$ cat src/pkg/core_sram_fetch_port_regs.vh
// constants for the fetch-side sram port
`ifndef CORE_SRAM_FETCH_PORT_REGS_VH
`define CORE_SRAM_FETCH_PORT_REGS_VH

`define ST_IDLE 1'b0
`define ST_BUSY 1'b1

`define KIND_FETCH 2'h0
`define KIND_READ 2'h1
`define KIND_WRITE 2'h2
`define KIND_SYNC 2'h3

`define SIZE_BYTE 2'h0
`define SIZE_HALF 2'h1
`define SIZE_WORD 2'h2
`define SIZE_FREE 2'h3

`define LANE_MODE_ANY 2'h0
`define LANE_MODE_ALIGNED 2'h1

`define LANES_ALL 4'hf
`define LANES_LOW_HALF 4'h3
`define LANES_HIGH_HALF 4'hc
`define LANES_NONE 4'h0

`define STYPE_LSB 6
`define STYPE_MSB 10

`define WORD_ZERO 32'h0000_0000

`endif
$ cat src/hdl/core_sram_fetch_port.v
// fetch-side sram port of the core: transaction sequencing and status
`timescale 1ns/1ns
`include "core_sram_fetch_port_regs.vh"

module core_sram_fetch_port #(
    parameter UNIFIED = 1
) (
    input wire REF_CLK,
    input wire NRST,
    // static configuration
    input wire [1:0] LANE_ENABLE_MODE,
    input wire BIG_ENDIAN,
    // core side request
    input wire REQ_VALID,
    input wire [1:0] REQ_KIND,
    input wire [31:0] REQ_ADDR,
    input wire [1:0] REQ_SIZE,
    input wire [3:0] REQ_LANES,
    input wire [31:0] REQ_WDATA,
    input wire [4:0] REQ_STYPE,
    input wire REQ_LINKED,
    input wire REQ_COND,
    input wire REQ_BKPT_MATCH,
    output reg REQ_READY,
    input wire CORE_ABORT,
    input wire EXC_RETURN,
    input wire INSTR_BKPT_ENABLED,
    input wire DATA_BKPT_ENABLED,
    // core side result
    output reg DONE,
    output reg BUS_ERROR,
    output reg ABORTED,
    output reg COND_WRITE_DONE_OK,
    output reg [31:0] RESULT_WORD,
    output reg [3:0] RESULT_LANES,
    // memory side
    output reg FETCH_PORT_READ_STROBE,
    output reg FETCH_PORT_WRITE_STROBE,
    output reg FETCH_PORT_SYNC_STROBE,
    output reg FETCH_PORT_WBUF_FLUSH_OK,
    output reg FETCH_PORT_IS_FETCH,
    output reg [29:0] FETCH_PORT_WORD_ADDR,
    output reg [3:0] FETCH_PORT_LANE_ENABLES,
    output reg [31:0] SHARED_WRITE_WORD,
    output reg FETCH_PORT_ABORT_REQ,
    output reg FETCH_PORT_BKPT_ARMED,
    output reg FETCH_PORT_BKPT_HIT,
    output reg FETCH_PORT_LINKED_READ,
    output reg FETCH_PORT_COND_WRITE,
    output reg FETCH_PORT_RELEASE_ALL,
    input wire FETCH_PORT_WAIT,
    input wire FETCH_PORT_FAULT,
    input wire FETCH_PORT_ABORT_ACK,
    input wire FETCH_PORT_COND_WRITE_OK,
    input wire [31:0] FETCH_PORT_READ_WORD,
    input wire [3:0] FETCH_PORT_READ_LANES
);

    reg state_q;
    reg state_d;
    reg bkpt_pend_q;
    reg ret_prev_q;
    reg [3:0] lanes_d;
    reg free_ok;
    reg [29:0] addr_d;
    wire [1:0] lane_idx;
    wire [3:0] byte_lanes;
    wire [3:0] half_lanes;
    wire accept;
    wire term;
    wire req_fetch_port_read_strobe;
    wire req_is_write;
    wire req_fetch_port_sync_strobe;
    wire bkpt_armed_d;

    // memory ends the transaction in the first cycle with wait low
    assign term = (state_q == `ST_BUSY) & ~FETCH_PORT_WAIT;
    // a request is taken only while idle and ready is shown
    assign accept = (state_q == `ST_IDLE) & REQ_READY & REQ_VALID;
    assign req_fetch_port_read_strobe = (REQ_KIND == `KIND_FETCH) | (REQ_KIND == `KIND_READ);
    assign req_is_write = (REQ_KIND == `KIND_WRITE);
    assign req_fetch_port_sync_strobe = (REQ_KIND == `KIND_SYNC);
    assign lane_idx = BIG_ENDIAN ? ~REQ_ADDR[1:0] : REQ_ADDR[1:0];
    // data breakpoints only count when this port also carries data
    assign bkpt_armed_d = INSTR_BKPT_ENABLED | ((UNIFIED != 0) & DATA_BKPT_ENABLED);

    always @* begin
        state_d = state_q;
        case (state_q)
            `ST_IDLE: begin
                if (accept) begin
                    state_d = `ST_BUSY;
                end
            end
            `ST_BUSY: begin
                if (term) begin
                    state_d = `ST_IDLE;
                end
            end
            default: begin
                state_d = `ST_IDLE;
            end
        endcase
    end

    // per lane select for byte and halfword accesses
    genvar n;
    generate
        for (n = 0; n < 4; n = n + 1) begin : g_lane
            assign byte_lanes[n] = (lane_idx == n);
            // halfword lanes follow address bit 1, mirrored in big-endian mode
            assign half_lanes[n] = ((n / 2) == (REQ_ADDR[1] ^ BIG_ENDIAN));
        end
    endgenerate

    // lane enable generation from size and free pattern
    always @* begin
        free_ok = 1'b0;
        case (REQ_LANES)
            4'h1, 4'h2, 4'h4, 4'h8, `LANES_LOW_HALF, `LANES_HIGH_HALF, `LANES_ALL: begin
                free_ok = 1'b1;
            end
            default: begin
                free_ok = 1'b0;
            end
        endcase
        case (REQ_SIZE)
            `SIZE_BYTE: begin
                lanes_d = byte_lanes;
            end
            `SIZE_HALF: begin
                lanes_d = half_lanes;
            end
            `SIZE_WORD: begin
                lanes_d = `LANES_ALL;
            end
            default: begin
                // aligned mode (and the reserved codes) widen odd patterns to a word
                if (LANE_ENABLE_MODE == `LANE_MODE_ANY || free_ok) begin
                    lanes_d = REQ_LANES;
                end else begin
                    lanes_d = `LANES_ALL;
                end
            end
        endcase
        if (REQ_KIND == `KIND_FETCH || req_fetch_port_sync_strobe) begin
            lanes_d = `LANES_ALL;
        end
    end

    // sync transactions carry the sync type in the address field
    always @* begin
        addr_d = REQ_ADDR[31:2];
        if (req_fetch_port_sync_strobe) begin
            addr_d[`STYPE_MSB-2:`STYPE_LSB-2] = REQ_STYPE;
        end
    end

    // sequencer state; everything moves on the rising core clock edge
    always @(posedge REF_CLK) begin
        if (!NRST) begin
            state_q <= `ST_IDLE;
            REQ_READY <= 1'b0;
        end else begin
            state_q <= state_d;
            REQ_READY <= (state_d == `ST_IDLE);
        end
    end

    // strobes are one-cycle pulses at transaction start
    always @(posedge REF_CLK) begin
        if (!NRST) begin
            FETCH_PORT_READ_STROBE <= 1'b0;
            FETCH_PORT_WRITE_STROBE <= 1'b0;
            FETCH_PORT_SYNC_STROBE <= 1'b0;
        end else begin
            FETCH_PORT_READ_STROBE <= accept & req_fetch_port_read_strobe;
            FETCH_PORT_WRITE_STROBE <= accept & req_is_write;
            FETCH_PORT_SYNC_STROBE <= accept & req_fetch_port_sync_strobe;
        end
    end

    // registered from the request alone; a pending transaction is assumed to end now
    always @(posedge REF_CLK) begin
        if (!NRST) begin
            FETCH_PORT_WBUF_FLUSH_OK <= 1'b0;
        end else begin
            FETCH_PORT_WBUF_FLUSH_OK <= ~(REQ_VALID & req_fetch_port_read_strobe);
        end
    end

    // transaction attributes, held until the next start
    always @(posedge REF_CLK) begin
        if (!NRST) begin
            FETCH_PORT_IS_FETCH <= 1'b0;
            FETCH_PORT_WORD_ADDR <= 30'h0000_0000;
            FETCH_PORT_LANE_ENABLES <= `LANES_NONE;
            SHARED_WRITE_WORD <= `WORD_ZERO;
        end else if (accept) begin
            FETCH_PORT_IS_FETCH <= (REQ_KIND == `KIND_FETCH);
            FETCH_PORT_WORD_ADDR <= addr_d;
            FETCH_PORT_LANE_ENABLES <= lanes_d;
            // data-side write word serves this port in unified builds
            SHARED_WRITE_WORD <= REQ_WDATA;
        end
    end

    // lock flags and breakpoint match live from start to termination
    always @(posedge REF_CLK) begin
        if (!NRST) begin
            FETCH_PORT_LINKED_READ <= 1'b0;
            FETCH_PORT_COND_WRITE <= 1'b0;
            bkpt_pend_q <= 1'b0;
        end else if (accept) begin
            FETCH_PORT_LINKED_READ <= REQ_LINKED & (REQ_KIND == `KIND_READ);
            FETCH_PORT_COND_WRITE <= REQ_COND & req_is_write;
            bkpt_pend_q <= REQ_BKPT_MATCH;
        end else if (term) begin
            FETCH_PORT_LINKED_READ <= 1'b0;
            FETCH_PORT_COND_WRITE <= 1'b0;
            bkpt_pend_q <= 1'b0;
        end
    end

    // once raised, held through the terminating cycle
    always @(posedge REF_CLK) begin
        if (!NRST) begin
            FETCH_PORT_ABORT_REQ <= 1'b0;
        end else if (term) begin
            FETCH_PORT_ABORT_REQ <= 1'b0;
        end else if (state_q == `ST_BUSY && CORE_ABORT) begin
            FETCH_PORT_ABORT_REQ <= 1'b1;
        end
    end

    always @(posedge REF_CLK) begin
        if (!NRST) begin
            FETCH_PORT_BKPT_ARMED <= 1'b0;
        end else begin
            FETCH_PORT_BKPT_ARMED <= bkpt_armed_d;
        end
    end

    // rises the cycle after start, falls after termination
    always @(posedge REF_CLK) begin
        if (!NRST) begin
            FETCH_PORT_BKPT_HIT <= 1'b0;
        end else begin
            FETCH_PORT_BKPT_HIT <= (state_q == `ST_BUSY) & ~term & bkpt_pend_q;
        end
    end

    // one pulse per rising edge of the return request
    always @(posedge REF_CLK) begin
        if (!NRST) begin
            ret_prev_q <= 1'b0;
            FETCH_PORT_RELEASE_ALL <= 1'b0;
        end else begin
            ret_prev_q <= EXC_RETURN;
            FETCH_PORT_RELEASE_ALL <= EXC_RETURN & ~ret_prev_q;
        end
    end

    // status capture at termination only
    always @(posedge REF_CLK) begin
        if (!NRST) begin
            DONE <= 1'b0;
            BUS_ERROR <= 1'b0;
            ABORTED <= 1'b0;
            COND_WRITE_DONE_OK <= 1'b0;
        end else begin
            DONE <= term;
            if (term) begin
                BUS_ERROR <= FETCH_PORT_FAULT | (FETCH_PORT_ABORT_ACK & ~FETCH_PORT_ABORT_REQ);
                ABORTED <= FETCH_PORT_ABORT_ACK & FETCH_PORT_ABORT_REQ;
                COND_WRITE_DONE_OK <= FETCH_PORT_COND_WRITE & FETCH_PORT_COND_WRITE_OK;
            end
        end
    end

    // read data and its lanes are junk outside the terminating cycle
    always @(posedge REF_CLK) begin
        if (!NRST) begin
            RESULT_WORD <= `WORD_ZERO;
            RESULT_LANES <= `LANES_NONE;
        end else if (term) begin
            RESULT_WORD <= FETCH_PORT_READ_WORD;
            RESULT_LANES <= FETCH_PORT_READ_LANES;
        end
    end

endmodule // core_sram_fetch_port

$ cat config.mk
export PLATFORM = sky130hd
export DESIGN_NAME = core_sram_fetch_port
export DESIGN_NICKNAME = d
export VERILOG_FILES = /design/src/hdl/core_sram_fetch_port.v
export VERILOG_INCLUDE_DIRS = /design/src /design/src/pkg
export SDC_FILE = /design/constraint.sdc
export NUM_CORES = 1
export LEC_CHECK = 0
export BUFFER_PORTS_ARGS = -buffer_cell sky130_fd_sc_hd__buf_2
export CELL_PAD_IN_SITES_DETAIL_PLACEMENT = 1
export CELL_PAD_IN_SITES_GLOBAL_PLACEMENT = 2
export CORE_UTILIZATION = 26
export DETAILED_ROUTE_END_ITERATION = 8
export GPL_ROUTABILITY_DRIVEN = 0
export GPL_TIMING_DRIVEN = 1
export PLACE_DENSITY_LB_ADDON = 0.25
export SLEW_MARGIN = 5
export SYNTH_ARGS = -nofsm -noshare
export SYNTH_HDL_FRONTEND = slang
export SYNTH_SLANG_ARGS = --single-unit
export TNS_END_PERCENT = 20
$ cat constraint.sdc
create_clock -name REF_CLK -period 2.8 [get_ports REF_CLK]
set_input_delay 0.14 -clock REF_CLK [delete_from_list [all_inputs] [get_ports REF_CLK]]
set_output_delay 0.14 -clock REF_CLK [all_outputs]
set_load 0.03 [all_outputs]
==> metrics.cfg <==
[critical_path]
ff2ff_path_depth = 4
cp-end-kind = flop
startpoint_type = flop
worst_ep_arrival_time_ns = 1.97
path_max_fanout = 54
cp-endpoint = FETCH_PORT_COND_WRITE
r2r-end = FETCH_PORT_COND_WRITE
cp.required_ns = 3.13
r2r_setup_slack_ns = 1.17
critical_path_class = flop to flop
r2r_start = state_q
cp-startpoint = state_q

[timing]
clock.fmax_ghz = 0.612
finalSetupTns_ns = 0
slew_headroom = 0.655
finalClockSkew_ns = 0.00443
slew_viol_final = 0
finalHoldViolCount = 0
period_share = 0.584
rsz0062_at_grt = no
period_minus_slack_ns = 1.63
fin_ws_ns = 1.17
worst_pin_slew_ns = 0.517
setup_viol = 0

[die]
fp.dieArea_sq_um = 18200
die_h_um = 135
die_x_um = 135
coreArea_sq_um = 17300
rows = 48
initial_core_util = 0.266
ios = 248

[logic_synthesis]
synth_area_leaders = dfxtp_1, nand2_1, a21boi_0, clkbuf_1, o211a_1
yosys.area.top_type = dfxtp_1
ys_ff_latch = 121
yosysSeqAreaShare = 0.527
yosysTopAreaCellShare = 0.527
synth_warnings = 0
synth_edf_count = 0
synth_cell_types = 30
synth-main-ff-cell = dfxtp_1
synth_cells = 538
syn-num-nets = 672
synth.avg_cell_area_sq_um = 8.55
async_flop_share = 0
synth_area_sq_um = 4600

[grt]
grt_pass1_vias = 4981
antenna_found_initial = 0
globalRouteTotalUtil = 0.172
grt_pass1_wl_um = 24300
grt_max_degree = 66
grt-ovfl-total = 0

[route]
avgViaCountPerCell = 4.34
drtIter0Drc = 108
vias = 4799
postRouteAntennaNets = 0
route.detailed.drc = 0
dr.pass1.iters = 4
routed_wl_um = 15400
wl_per_cell_um = 13.9

[placement]
hpwl_um = 10500
io_buffers = 247
dp_slack_ns = 1.16

[clock_network]
cts.clk_slew.worst_paths_ns = 0.06
numCtsBuffers = 17
cts-resized-gates = 0
post_cts_buffers = 0
cts_max_level = 4
clk_latency_ns = 0.41
root_buffer = clkbuf_16
cts_tree = built
cts_num_sinks = 121
cts_buffer_depth = 2

[flow_run]
maxCapViolations = 0

[outcome]
status = complete, no violations

[pwr]
total_power_mw = 4.60
p_per_area_nw_per_um2 = 605
power.leakage_nw = 3.49
vdd_drop_max_uv = 395

[finish]
nets = 1004
area_growth_pct = 65.3
drive_gt1_frac = 0.323
antennaDiodeCount = 0

[worst_hold_path]
min_path_cells = 3
holdCritPathClass = input pin to flop

-- stage by stage --
step | instance area [sq um] | cells | hold WS [ns] | utilization
2_1_floorplan | 4600 | 538 | 0.250 | -
3_3_place_gp | 6040 | 977 | 0.335 | 0.349
3_5_place_dp | 6040 | 977 | 0.340 | 0.349
4_1_cts | 7600 | 1107 | 0.00568 | 0.440
5_1_grt | 7600 | 1107 | 0.0328 | 0.440
6_report | 7600 | 1107 | 0.0256 | 0.440
-- area by class of cell --
class                   instances  area (sq um)
inverters                       6          22.5
multi-input cells             371          2000
repair buffers                353          2300
clock inverters                 9          97.6
well taps                     225           282
clock buffers                  22           474
flip-flops and latches        121          2420
fillers                      2092          9690
-- kinds of logic after synthesis --
logic type,synth area share
AO/OA/AOI/OAI,0.206
adder cells (fa/ha/maj),0.0109
multiplexers,0.0109
AND/OR/NAND/NOR,0.197
flip-flops,0.527
XOR/XNOR,0.00952
buffers and inverters,0.0392
-- report_power, final --
group / switching (mW) / internal, mW / total, mW / leakage [nW]
registers: 0.0355 / 1.80 / 1.83 / 0.985
clock network: 0.764 / 1.36 / 2.13 / 0.285
logic: 0.358 / 0.284 / 0.642 / 2.22
-- timing repair --
| item | CTS | global route |
|---|---|---|
| endpoints found under the setup margin | 0 | 0 |
| hold buffers | 99 | 0 |
| hold endpoints to repair | 98 | 0 |
-- critical path, cell delays in order (launching register included) --
cell and delay (ns):
dfxtp_1 0.34, and3b_2 0.59, buf_12 0.30, nand3_1 0.11, a21boi_0 0.16
-- registers in the layout (all words and copies together), names as in the netlist, 4 cells and up --
| register | count |
|---|---|
| RESULT_LANES | 4 |
| SHARED_WRITE_WORD | 32 |
| RESULT_WORD | 32 |
| FETCH_PORT_LANE_ENABLES | 4 |
| FETCH_PORT_WORD_ADDR | 30 |
-- cells in the mapped netlist (2+ instances only) --
library cell and instances:
and3_1 3, nand2_1 201, a32oi_1 2, buf_1 6
clkbuf_1 28, buf_2 6, inv_1 6, xor2_1 4
o21ai_0 10, a21oi_1 5, mux2i_1 5, a31oi_1 2
and2_1 3, nor2b_1 2, dfxtp_1 121, o211a_1 6
a221oi_1 2, ha_1 4, nor2_1 6, nand3_1 7
a21boi_0 100
-- how the worst min path moves through the flow --
stage                                             to  slack [ns]                 start
after CTS                                    ABORTED       0.006  FETCH_PORT_ABORT_ACK
final                                        ABORTED        0.03  FETCH_PORT_ABORT_ACK
after global placement         FETCH_PORT_BKPT_ARMED        0.34    INSTR_BKPT_ENABLED
after global routing      FETCH_PORT_LANE_ENABLES[2]        0.03          REQ_LANES[2]
after floorplan                FETCH_PORT_BKPT_ARMED        0.25    INSTR_BKPT_ENABLED
after detailed placement       FETCH_PORT_BKPT_ARMED        0.34    INSTR_BKPT_ENABLED
-- layer usage --
layer	share of wire	vias up	GRT usage	wire, um
li1	-	2418	-	-
met1	0.41	2203	0.184	6310
met4	0.023	0	0.0830	350
met3	0.072	23	0.0619	1110
met5	0	-	0	0
met2	0.50	155	0.299	7630
-- cells in the final DEF, fill, tap and decap left out, types with 2 or more instances in the layout --
| master | netlist | layout |
|---|---|---|
| a21boi_0 | 100 | 100 |
| a21oi_1 | 5 | 5 |
| a221oi_1 | 2 | 2 |
| a31oi_1 | 2 | 2 |
| a32oi_1 | 2 | 2 |
| and2_1 | 3 | 3 |
| and3_1 | 3 | 3 |
| buf_12 | 0 | 2 |
| buf_2 | 6 | 247 |
| buf_4 | 0 | 5 |
| bufinv_16 | 0 | 2 |
| clkbuf_1 | 28 | 2 |
| clkbuf_16 | 0 | 17 |
| clkbuf_8 | 0 | 3 |
| clkinv_2 | 0 | 6 |
| dfxtp_1 | 121 | 121 |
| dlygate4sd3_1 | 0 | 99 |
| ha_1 | 4 | 4 |
| inv_1 | 6 | 6 |
| mux2i_1 | 5 | 5 |
| nand2_1 | 201 | 201 |
| nand3_1 | 7 | 7 |
| nor2_1 | 6 | 6 |
| o211a_1 | 6 | 6 |
| o21ai_0 | 10 | 10 |
| xor2_1 | 4 | 4 |
(Power assumes the default switching activity.)
